### config.mk
export PLATFORM = sky130hd
export DESIGN_NAME = breaker_failure_guard
export DESIGN_NICKNAME = d
export VERILOG_FILES = /design/src/rtl/bf_guard_pkg.sv /design/src/rtl/breaker_failure_guard.sv
export VERILOG_INCLUDE_DIRS = /design/src /design/src/rtl
export SDC_FILE = /design/constraint.sdc
export NUM_CORES = 1
export LEC_CHECK = 0
export BUFFER_PORTS_ARGS = -buffer_cell sky130_fd_sc_hd__buf_4
export CAP_MARGIN = 25
export CORE_MARGIN = 1
export CORE_UTILIZATION = 55
export DETAILED_ROUTE_END_ITERATION = 8
export HOLD_SLACK_MARGIN = 0.1
export PLACE_DENSITY = 0.74
export SYNTH_ARGS = -nofsm -noshare
export SYNTH_HDL_FRONTEND = slang
export SYNTH_SLANG_ARGS = --single-unit
### constraint.sdc
create_clock -name i_core_clk -period 7.9 [get_ports i_core_clk]
set_input_delay 0.395 -clock i_core_clk [delete_from_list [all_inputs] [get_ports i_core_clk]]
set_output_delay 0.395 -clock i_core_clk [all_outputs]
set_load 0.02 [all_outputs]
### src/rtl/bf_guard_consts.svh
// Constants for the breaker failure guard: defaults, widths and tick timing
`ifndef BF_GUARD_CONSTS_SVH
`define BF_GUARD_CONSTS_SVH
`define BFG_CLK_HZ          125000000
`define BFG_TICK_MS         1
`define BFG_TICK_CYCLES     (`BFG_CLK_HZ / 1000 * `BFG_TICK_MS)
`define BFG_TIME_W          16
`define BFG_LEVEL_W         8
`define BFG_BACKUP_MS_DEF   16'h00C8
`define BFG_RETRIP_MS_DEF   16'h0064
`define BFG_PULSE_MS_DEF    16'h0064
`define BFG_PH_LEVEL_DEF    8'h1E
`define BFG_RES_LEVEL_DEF   8'h1E
`define BFG_MODE_OFF        2'h0
`define BFG_MODE_CURRENT    2'h1
`define BFG_MODE_CONTACT    2'h2
`define BFG_MODE_BOTH       2'h3
`endif

### src/rtl/bf_guard_pkg.sv
// Types for the breaker failure guard
`include "bf_guard_consts.svh"
package bf_guard_pkg;
  typedef enum logic [1:0] {
    MODE_OFF,
    MODE_CURRENT,
    MODE_CONTACT,
    MODE_BOTH
  } guard_mode_t;
  typedef struct packed {
    logic [31:0]                    tick_cnt;
    logic                           tick;
    logic [2:0]                     start_prev;
    logic [2:0]                     cfg_taken;
    logic [2:0][`BFG_TIME_W-1:0]    backup_cnt;
    logic [2:0]                     backup_run;
    logic [2:0][`BFG_TIME_W-1:0]    retrip_cnt;
    logic [2:0]                     retrip_run;
    logic [2:0][`BFG_TIME_W-1:0]    bk_pulse_cnt;
    logic [2:0][`BFG_TIME_W-1:0]    rt_pulse_cnt;
    logic [2:0]                     backup_trip;
    logic [2:0]                     retrip;
    logic                           active;
  } guard_state_t;
endpackage

### src/rtl/breaker_failure_guard.sv
// Breaker failure guard: per-phase backup and repeat trip supervision
`timescale 1ns/100ps
`include "bf_guard_consts.svh"
// Function
// - Start rising edge launches backup and retrip timers
// - Four modes, current supervision after reset
// - Fault checked only while timers run
// - Current mode ignores pole status inputs
// - Contact mode ignores current thresholds
// - Idle when all supervised conditions healthy, when blocked or off, or after expiry
// - Backup trip per phase on expiry
// - Backup delay in ms, default 200
// - Retrip pulse when enabled, own delay
// - Trip pulses last programmed pulse length
// - Phase current compared to phase level
// - Residual current compared to own level
module breaker_failure_guard
  import bf_guard_pkg::*;
#(
  parameter int TIME_W  = `BFG_TIME_W,
  parameter int LEVEL_W = `BFG_LEVEL_W,
  parameter int TICK_CYCLES = `BFG_TICK_CYCLES
) (
  // Clock and reset
  input  wire logic               i_core_clk,
  input  wire logic               i_arst_n,
  input  wire logic               i_sync_rst,
  // Settings
  input  wire logic [1:0]         i_mode,
  input  wire logic               i_retrip_en,
  input  wire logic [TIME_W-1:0]  i_backup_ms,
  input  wire logic [TIME_W-1:0]  i_retrip_ms,
  input  wire logic [TIME_W-1:0]  i_pulse_ms,
  input  wire logic [LEVEL_W-1:0] i_phase_pickup_level,
  input  wire logic [LEVEL_W-1:0] i_residual_pickup_level,
  // Process inputs
  input  wire logic [2:0]         i_start,
  input  wire logic               i_block,
  input  wire logic [2:0][LEVEL_W-1:0] i_phase_current,
  input  wire logic [LEVEL_W-1:0] i_residual_current,
  input  wire logic [2:0]         i_pole_closed,
  // Trip outputs
  output logic [2:0]              o_backup_trip,
  output logic [2:0]              o_retrip,
  output logic                    o_active
);

  // Registered state and its next value
  guard_state_t           state;
  guard_state_t           next_state;

  // Decoded settings
  logic                   cur_en;
  logic                   con_en;
  logic                   run_allowed;

  // Per-phase supervision terms
  logic                   res_over;
  logic [2:0]             phase_over;
  logic [2:0]             fault;
  logic [2:0]             start_rise;
  logic [2:0]             backup_keep;
  logic [2:0]             retrip_keep;

  // Timer steps: {next run, expiry, next count}; pulse steps: next count only
  logic [2:0][TIME_W+1:0] backup_step;
  logic [2:0][TIME_W+1:0] retrip_step;
  logic [2:0][TIME_W-1:0] bk_pulse_step;
  logic [2:0][TIME_W-1:0] rt_pulse_step;

  // Mode decode for the fault terms; the run gate compares i_mode with off directly
  function automatic logic mode_uses_current(input logic [1:0] mode);
    return (mode == `BFG_MODE_CURRENT) || (mode == `BFG_MODE_BOTH);
  endfunction

  function automatic logic mode_uses_contact(input logic [1:0] mode);
    return (mode == `BFG_MODE_CONTACT) || (mode == `BFG_MODE_BOTH);
  endfunction

  // Strict compare: a current equal to the pickup level counts as healthy
  function automatic logic above_level(
    input logic [LEVEL_W-1:0] level_now,
    input logic [LEVEL_W-1:0] pickup
  );
    return level_now > pickup;
  endfunction

  // One step of a supervision timer. It runs out only on a tick after reaching
  // zero, so a trip never comes early; it may come up to one tick late.
  function automatic logic [TIME_W+1:0] timer_step(
    input logic              run,
    input logic [TIME_W-1:0] cnt,
    input logic              keep,
    input logic              tick
  );
    logic              next_run;
    logic              expired;
    logic [TIME_W-1:0] next_cnt;
    next_run = run;
    expired  = 1'b0;
    next_cnt = cnt;
    if (run) begin
      if (!keep) begin
        next_run = 1'b0;
      end else if (tick && (cnt == '0)) begin
        next_run = 1'b0;
        expired  = 1'b1;
      end else if (tick) begin
        next_cnt = cnt - 1'b1;
      end
    end
    return {next_run, expired, next_cnt};
  endfunction

  // Field access for a timer step word
  function automatic logic step_run(input logic [TIME_W+1:0] step);
    return step[TIME_W+1];
  endfunction

  function automatic logic step_expired(input logic [TIME_W+1:0] step);
    return step[TIME_W];
  endfunction

  function automatic logic [TIME_W-1:0] step_count(input logic [TIME_W+1:0] step);
    return step[TIME_W-1:0];
  endfunction

  // Pulse counters count down one per tick and stop at zero
  function automatic logic [TIME_W-1:0] pulse_step(
    input logic [TIME_W-1:0] cnt,
    input logic              tick
  );
    logic [TIME_W-1:0] next_cnt;
    next_cnt = cnt;
    if (tick && (cnt != '0)) begin
      next_cnt = cnt - 1'b1;
    end
    return next_cnt;
  endfunction

  always_comb begin
    cur_en      = mode_uses_current(i_mode);
    con_en      = mode_uses_contact(i_mode);
    run_allowed = !i_block && (i_mode != `BFG_MODE_OFF);
  end

  assign res_over = above_level(i_residual_current, i_residual_pickup_level);

  genvar g;
  generate
    for (g = 0; g < 3; g++) begin : g_phase
      assign phase_over[g] = above_level(i_phase_current[g], i_phase_pickup_level);
      // Any supervised condition keeps the phase faulty
      assign fault[g] = (cur_en && (phase_over[g] || res_over))
                     || (con_en && i_pole_closed[g]);
      assign start_rise[g]  = i_start[g] && !state.start_prev[g];
      assign backup_keep[g] = fault[g];
      // A retrip run also ends when its enable is withdrawn
      assign retrip_keep[g] = fault[g] && i_retrip_en;
      assign backup_step[g] = timer_step(state.backup_run[g], state.backup_cnt[g],
                                         backup_keep[g], state.tick);
      assign retrip_step[g] = timer_step(state.retrip_run[g], state.retrip_cnt[g],
                                         retrip_keep[g], state.tick);
      assign bk_pulse_step[g] = pulse_step(state.bk_pulse_cnt[g], state.tick);
      assign rt_pulse_step[g] = pulse_step(state.rt_pulse_cnt[g], state.tick);
    end
  endgenerate

  always_comb begin
    next_state      = state;
    next_state.tick = 1'b0;
    // Free-running divider: one tick per millisecond shared by every timer
    if (state.tick_cnt >= 32'(TICK_CYCLES - 1)) begin
      next_state.tick_cnt = 32'h0000_0000;
      next_state.tick     = 1'b1;
    end else begin
      next_state.tick_cnt = state.tick_cnt + 32'h0000_0001;
    end
    next_state.start_prev = i_start;
    for (int p = 0; p < 3; p++) begin
      // Pulses in flight run on while blocked so a trip is never cut short
      next_state.bk_pulse_cnt[p] = bk_pulse_step[p];
      next_state.rt_pulse_cnt[p] = rt_pulse_step[p];
      if (!run_allowed) begin
        next_state.backup_run[p] = 1'b0;
        next_state.retrip_run[p] = 1'b0;
      end else if (start_rise[p]) begin
        next_state.backup_run[p] = 1'b1;
        next_state.retrip_run[p] = i_retrip_en;
        next_state.backup_cnt[p] = i_backup_ms;
        next_state.retrip_cnt[p] = i_retrip_ms;
      end else begin
        next_state.backup_run[p] = step_run(backup_step[p]);
        next_state.backup_cnt[p] = step_count(backup_step[p]);
        next_state.retrip_run[p] = step_run(retrip_step[p]);
        next_state.retrip_cnt[p] = step_count(retrip_step[p]);
        if (step_expired(backup_step[p])) begin
          next_state.bk_pulse_cnt[p] = i_pulse_ms;
        end
        if (step_expired(retrip_step[p])) begin
          next_state.rt_pulse_cnt[p] = i_pulse_ms;
        end
      end
      next_state.cfg_taken[p]   = next_state.backup_run[p] || next_state.retrip_run[p];
      next_state.backup_trip[p] = next_state.bk_pulse_cnt[p] != '0;
      next_state.retrip[p]      = next_state.rt_pulse_cnt[p] != '0;
    end
    next_state.active = |next_state.cfg_taken;
    if (i_sync_rst) begin
      next_state = '0;
    end
  end

  always_ff @(posedge i_core_clk or negedge i_arst_n) begin
    if (!i_arst_n)
      state <= '0;
    else
      state <= next_state;
  end

  assign o_backup_trip = state.backup_trip;
  assign o_retrip      = state.retrip;
  assign o_active      = state.active;

endmodule

==> out/summary.txt, run 1 <==
Max-slew violations: 0
Outcome: complete, no violations
Setup bufs post-CTS: 0
Leak Pwr: 7.663 nW
Clock Pin Slew Worst Setup and Hold Paths: 60 ps
HPWL Detailed: 28.53 mm
Final GP Congestion: 0.9101
Fmax achieved: 0.2970 GHz
Post-synth ARST share: 100.0%
Cell Pwr Density: 301.2 nW/um^2
Setup violators final: 0
Layout cell share with drive strength beyond 1: 11.08%
DRC viols: 0
Finished Layout Cells: 2,359
Seq/Total Area, Yosys: 39.02%
Crit end category: flip-flop
Placed Cells: 2,306
H-tree levels: 1
Antenna violations before repair: 1
RSZ-0062 raised after global routing: false
Rows: 60
Max Clock Skew: 10.91 ps
Clk sink count: 241
Largest net degree at the start of global routing: 113
Buf/Inv on CP: 0
Critical path startpoint category: flip-flop
Reported max-cap violation count: 0
Synth Instances: 1,895
Worst Tran Pin Value: 1077 ps
Tightest Hold Check Type: input pin to flip-flop
EDFF count, synth: 0
VDD IR max: 0.0001753 V
Hold_buf cts: 2
Mapped Area: 15,450 sq um
Seq cells post-synth: 241
Drt wl/cell: 18.29 um
Die Wd: 169.6 um
Wirelength, routed: 43.16 mm
Worst-path cell chain: or4_1, nor4_2, nand3_1, o21ai_0, o21ai_0, nor2_1, nor2_1, o22a_1
TritonRoute pass-1 iters: 5
Total gr overflow: 0
Drt via density: 6.236
Worst EP required: 8320 ps
FF/Latch Area: 6031 sq um
Syn_area_per_cell: 8.156 sq um
Post-cts sizing count: 0
Total number of vias: 14,710
Die footprint: 28,770 sq um
Final net count: 2,122
Chip height: 169.6 um
Clk_lat worst skew: 530 ps
Final hold slack: 120.2 ps
Antenna-violating nets left: 0
CP arrival: 3790 ps
Synth top area share: 39.02%
Slew HR: 27.52%
GRT Overall Usage: 30.21%
Clock Path Buffers: 3
Global-route wire length before repair: 70.30 mm
Initial drt markers: 1,371
Synth Warn #: 0
CTS tree: yes
Yosys cell types: 82
Vias in the first global route: 14,080
Min Tclk post-route: 3367 ps
Slowest-stage cell, CP: nor2_1
Area occupied by multi-input gates: 8762 sq um
Final Util: 64.31%
Main synth FF type: dfrtp_1
Power Total: 0.005278 W
R2R setup slack: 4530 ps
Root buf cell: clkbuf_16
Total Neg Setup Slack: 0 ps
Core box area: 27,250 sq um
CP max FO: 18
PortBufs: 115
Number of fill cells: 2,360
Final worst path period share: 42.63%
Area grow syn2layout: 13.40%
CP peak stage delay: 800 ps
Num ports: 116
Initial Util: 56.71%
Clock buffer count from CTS: 27
Hold Vio Cnt, Final: 0
Post-synth top area cell: dfrtp_1
Critical path class: flip-flop to flip-flop
CP top delay family: simple AND/OR/NAND/NOR gates
Most area-consuming cells after synthesis: dfrtp_1 (39%), nor2_1 (6.7%), o21ai_0 (4.7%)
area by class of cell:
type	count	share of cell area, %
clock buffers	34	4.348
repair buffers	139	6.118
multi-input cells	1487	50.00
clock inverters	13	0.9138
diodes	1	0.01428
well taps	372	2.656
inverters	72	1.542
flip-flops and latches	241	34.41
final timing paths:
kind	startpoint	endpoint	cells past startpoint
max in group asynchronous	i_arst_n	state[144]$_DFFE_PN0P_	3
max	state[194]$_DFFE_PN0P_	state[202]$_DFFE_PN0P_	8
max reg2reg	state[194]$_DFFE_PN0P_	state[202]$_DFFE_PN0P_	8
min reg2reg	state[212]$_DFF_PN0_	state[212]$_DFF_PN0_	1
min	i_start[0]	state[208]$_DFF_PN0_	2
min in group asynchronous	i_arst_n	state[80]$_DFF_PN0_	2
through the flow:
| stage | setup WS [ps] | cell area [sq um] |
|---|---|---|
| finish | 4533 | 17530 |
| global route | 4257 | 17520 |
| CTS | 4532 | 17480 |
| detailed placement | 4189 | 16540 |
| global placement | 4380 | 16530 |
| floorplan | 5078 | 15510 |
cell usage in the layout, fill, tap and decap left out, drive strengths merged, types with 6 or more instances in the layout:
cell type  synthesis  routed
dfrtp            241     241
clkbuf            86      34
a21oi            144     144
or3               22      22
conb               1      15
xor2              33      33
o21ai            147     147
a31oi             14      14
o32ai             10      10
o2bb2ai           14      14
nand4             20      20
nor3b              7       7
inv               71      71
mux2i             18      18
and2               8       8
nor2b             17      17
clkinv             1       6
nor4b              6       6
a21o               6       6
o31ai             10      10
o211ai            15      15
ha                45      45
nor2             276     276
xnor2             57      57
nand3             38      38
buf               22     137
a311oi             6       6
a22oi             12      12
nor3              82      82
o22ai             22      22
a211oi            79      79
and3              27      27
nand2b            18      18
nor4              54      54
or4               20      20
or2               18      18
nand2            155     155
per-layer routing:
layer  vias up  track usage [%]  wire, um
met3        92            3.778      2652
met1      7083            40.75     18930
met5         -                0         0
met4         0            8.539      1112
met2       537            50.96     20460
li1       6998                -         -
synth_stat cells, drive strengths merged, types with 10 or more instances:
cell / number
o31ai: 10
o32ai: 10
buf: 22
ha: 45
xor2: 33
nor3: 82
a21oi: 144
or2: 18
o22ai: 22
nand3: 38
a22oi: 12
clkbuf: 86
a211oi: 79
and3: 27
o21ai: 147
nand2: 155
inv: 71
dfrtp: 241
nand4: 20
a31oi: 14
o211ai: 15
nand2b: 18
nor2: 276
mux2i: 18
o2bb2ai: 14
or4: 20
nor4: 54
xnor2: 57
or3: 22
nor2b: 17
cell families after synthesis:
| family | count (synthesis) | synth area share, % |
|---|---|---|
| simple gates | 788 | 24.78 |
| compound gates | 531 | 21.46 |
| flops | 241 | 39.02 |
| buf+inv | 181 | 4.801 |
| xor+xnor | 90 | 5.100 |
| fa+ha+maj | 45 | 3.643 |
| mux | 18 | 1.166 |
| other cells | 1 | 0.02426 |
state kept, by name, summed over array words and instances, names as in the netlist:
name and count:
state 234, o_backup_trip 3, o_retrip 3, o_active 1
power by group:
group	switching, W	total, W	internal [W]
Sequential	0.000276	0.00175	0.00147
Combinational	0.00125	0.00222	0.000962
Clock	0.000533	0.00131	0.000779
Note: power is estimated with default switching activity, not from simulation.
==> run 2, diff against run 1 <==
ABC_AREA = 1   (was not set)
clock period = 3.1 ns   (was 7.9 ns; I/O delays follow)
==> run 2 against run 1 <==
Compared with the run above:
- global-route usage rose by 0.33 points
- final cell count rose by 24%
- sequential power rose to 2.6 times the previous value
- sequential cell count did not move
- maximum frequency rose by 16%
- critical path type unchanged
- highest routed layer unchanged
- clock power rose to 2.6 times the previous value
- count of clock-buffer cells in the layout rose by 8
- synthesized cell count rose by 25%
- critical path depth rose by 8
- routed wire length rose by 7.5%
==> out/summary.txt, run 2 <==
CTS tree: yes (unchanged)
Commonest non-fill, non-tap cells in the layout: nand2_1 (546), nor2_1 (350), inv_1 (266) (was nor2_1 (276), dfrtp_1 (241), nand2_1 (155))
R2r startpoint: state[106]$_DFFE_PN0P_ (was state[194]$_DFFE_PN0P_)
CP peak stage delay: 380 ps (was 800 ps)
Vias in the first global route: 15,660 (was 14,080)
Critical path startpoint category: flip-flop (unchanged)
Area grow syn2layout: 17.11% (was 13.40%)
Post-synth ARST share: 100.0% (unchanged)
Setup bufs post-CTS: 0 (unchanged)
Slew HR: 32.05% (was 27.52%)
R2r endpoint: o_retrip[0]$_DFF_PN0_ (was state[202]$_DFFE_PN0P_)
Synth Warn #: 0 (unchanged)
Seq/Total Area, Yosys: 36.77% (was 39.02%)
Reg2Reg Depth: 16 (was 8)
Final Cell Area: 19,210 sq um (was 17,530 sq um)
Mapped Area: 16,400 sq um (was 15,450 sq um)
Buf/Inv on CP: 2 (was 0)
Most flop-heavy register: state (unchanged)
Clk sink count: 241 (unchanged)
Antenna-violating nets left: 0 (unchanged)
Worst-path cell chain: inv_1, ha_1, nand2_1, nor2_1, nand4_1, nor2_2, nand4_1, nor2_4, buf_4, nand4_1, nand2_1, nand2_1, nor2_1, nand2_1, nor2_1, nor2_1 (was or4_1, nor4_2, nand3_1, o21ai_0, o21ai_0, nor2_1, nor2_1, o22a_1)
Clock Path Buffers: 3 (unchanged)
Post-synth top cells: nand2_1 (546), nor2_1 (350), inv_1 (266) (was nor2_1 (276), dfrtp_1 (241), nand2_1 (155))
Main synth FF type: dfrtp_1 (unchanged)
Final net count: 2,680 (was 2,122)
Final GP Congestion: 0.9144 (was 0.9101)
Die footprint: 30,510 sq um (was 28,770 sq um)
DRC viols: 0 (unchanged)
Hold wc startpoint: i_backup_ms[6] (was i_start[0])
Max reg flops: 234 (unchanged)
Tightest Hold Check Type: input pin to flip-flop (unchanged)
Initial Util: 56.52% (was 56.71%)
Drt via density: 5.606 (was 6.236)
Chip height: 174.7 um (was 169.6 um)
Total number of vias: 16,430 (was 14,710)
Outcome: complete, no violations (unchanged)
Critical path class: flip-flop to flip-flop (unchanged)
PortBufs: 115 (unchanged)
Leak Pwr: 9.735 nW (was 7.663 nW)
DP Area: 17,750 sq um (was 16,540 sq um)
Seq cells post-synth: 241 (unchanged)
Rows: 62 (was 60)
Global-route wire length before repair: 76.49 mm (was 70.30 mm)
Critical path startpoint: state[106]$_DFFE_PN0P_ (was state[194]$_DFFE_PN0P_)
Cell Pwr Density: 752.9 nW/um^2 (was 301.2 nW/um^2)
H-tree levels: 1 (unchanged)
Post-synth top area cell: dfrtp_1 (unchanged)
Wirelength, routed: 46.41 mm (was 43.16 mm)
Reported max-cap violation count: 0 (unchanged)
WHS Endpoint: state[179]$_DFFE_PN0P_ (was state[208]$_DFF_PN0_)
Total Neg Setup Slack: 0 ps (unchanged)
Power Total: 0.01446 W (was 0.005278 W)
Worst Tran Pin Value: 1019 ps (was 1077 ps)
Total gr overflow: 0 (unchanged)
R2R setup slack: 200 ps (was 4530 ps)
Synth top area share: 36.77% (was 39.02%)
RSZ-0062 raised after global routing: true (was false)
Max Clock Skew: 16.78 ps (was 10.91 ps)
Fmax achieved: 0.3447 GHz (was 0.2970 GHz)
Setup violators final: 0 (unchanged)
Min Tclk post-route: 2901 ps (was 3367 ps)
VDD IR max: 0.0004645 V (was 0.0001753 V)
Top-count cell post-synth: nand2_1 (was nor2_1)
TritonRoute pass-1 iters: 6 (was 5)
Min-Delay Path Depth: 5 (was 2)
CP arrival: 3290 ps (was 3790 ps)
HPWL Detailed: 32.88 mm (was 28.53 mm)
Yosys cell types: 53 (was 82)
Final worst path period share: 93.59% (was 42.63%)
Hold Vio Cnt, Final: 0 (unchanged)
Largest net degree at the start of global routing: 94 (was 113)
Max-slew violations: 0 (unchanged)
Antenna violations before repair: 0 (was 1)
Initial drt markers: 1,481 (was 1,371)
Worst EP required: 3490 ps (was 8320 ps)
Syn_area_per_cell: 6.928 sq um (was 8.156 sq um)
Synth Instances: 2,367 (was 1,895)
EDFF count, synth: 0 (unchanged)
Most area-consuming cells after synthesis: dfrtp_1 (37%), nand2_1 (12%), nor2_1 (8.0%) (was dfrtp_1 (39%), nor2_1 (6.7%), o21ai_0 (4.7%))
CP max FO: 14 (was 18)
# diodes: 0 (was 1)
Num ports: 116 (unchanged)
GRT Overall Usage: 30.54% (was 30.21%)
CP top delay family: simple AND/OR/NAND/NOR gates (unchanged)
Die Wd: 174.7 um (was 169.6 um)
Core box area: 29,010 sq um (was 27,250 sq um)
Crit end category: flip-flop (unchanged)
Layout cell share with drive strength beyond 1: 9.269% (was 11.08%)
Clock buffer count from CTS: 28 (was 27)
Clock Pin Slew Worst Setup and Hold Paths: 60 ps (about the same)
Slowest-stage cell, CP: dfrtp_1 (was nor2_1)
Root buf cell: clkbuf_16 (unchanged)
Commonest non-fill, non-tap cell in the layout: nand2_1 (was nor2_1)
Drt wl/cell: 15.84 um (was 18.29 um)
Clk_lat worst skew: 550 ps (was 530 ps)
==> run 2: cell count changes after synthesis, sizes merged, moves of 50 or more <==
| cell | previous run | this run |
|---|---|---|
| a211oi | 79 | 2 |
| o21ai | 147 | 235 |
| nand2 | 155 | 550 |
| inv | 71 | 273 |
| nand4 | 20 | 77 |
| nand3 | 38 | 88 |
| nor2 | 276 | 363 |
==> run 2: what timing repair did <==
action / in CTS / in global routing
endpoints found under the hold margin: 240 / 0
hold buffers: 52 / 0
setup endpoints to repair: 0 / 2
resized for setup: 0 / 3
==> run 2: per-stage QoR <==
| step | util [%] | cells | hold slack (ps) | setup WS (ps) |
|---|---|---|---|---|
| after floorplan | - | 2381 | -140.6 | 795.9 |
| after global placement | 61.17 | 2828 | 153.8 | 263.2 |
| after detailed placement | 61.17 | 2828 | 156.5 | 202.2 |
| after CTS | 66.17 | 2930 | 105.8 | 174.4 |
| after global routing | 66.20 | 2930 | 161.8 | -6.992 |
| final | 66.20 | 2930 | 115.7 | 198.8 |
==> run 2: power by group <==
part	internal, W	total (W)	switching (W)	leakage (nW)
Combinational	0.00249	0.00657	0.00408	6.13
Clock	0.00205	0.00335	0.00130	0.455
Sequential	0.00384	0.00454	0.000706	3.15
Total	0.00837	0.0145	0.00609	9.74
==> run 2: logic make-up after synthesis <==
group	synth area share, %
other cells	0.02287
flops	36.77
simple gates	30.45
buf+inv	8.774
xor+xnor	5.180
fa+ha+maj	3.433
compound gates	15.37
==> run 2: metal layers <==
metal	track usage [%]	share of wire (%)	wire length, um	vias up
met1	40.81	43	20080	7733
li1	-	-	-	8059
met2	51.92	48	22140	548
met5	0	0	0	-
met4	9.674	2.8	1278	0
met3	3.264	6.3	2906	87
==> run 2: worst max path at each step <==
| stage | end | slack, ps | cells after the start |
|---|---|---|---|
| 4_1_cts | o_retrip[0]$_DFF_PN0_ | 170 | 17 |
| 6_report | o_retrip[0]$_DFF_PN0_ | 200 | 16 |
| 3_5_place_dp | o_retrip[0]$_DFF_PN0_ | 200 | 17 |
| 3_3_place_gp | o_retrip[0]$_DFF_PN0_ | 260 | 17 |
| 2_1_floorplan | o_backup_trip[1]$_DFF_PN0_ | 800 | 16 |
| 5_1_grt | o_retrip[0]$_DFF_PN0_ | -7 | 18 |
==> run 2: final cells by class <==
class,count,area (sq um)
clock buffers,42,814.5
flip-flops and latches,241,6031
inverters,276,1036
clock inverters,8,117.6
fillers,2540,9807
well taps,384,480.5
multi-input cells,1771,8990
repair buffers,208,1737
==> run 2: worst min-delay path, stage by stage <==
cell and delay [ps]:
buf_4 110, inv_1 40, nor2_1 70, o21ai_0 140, o21ai_0 90
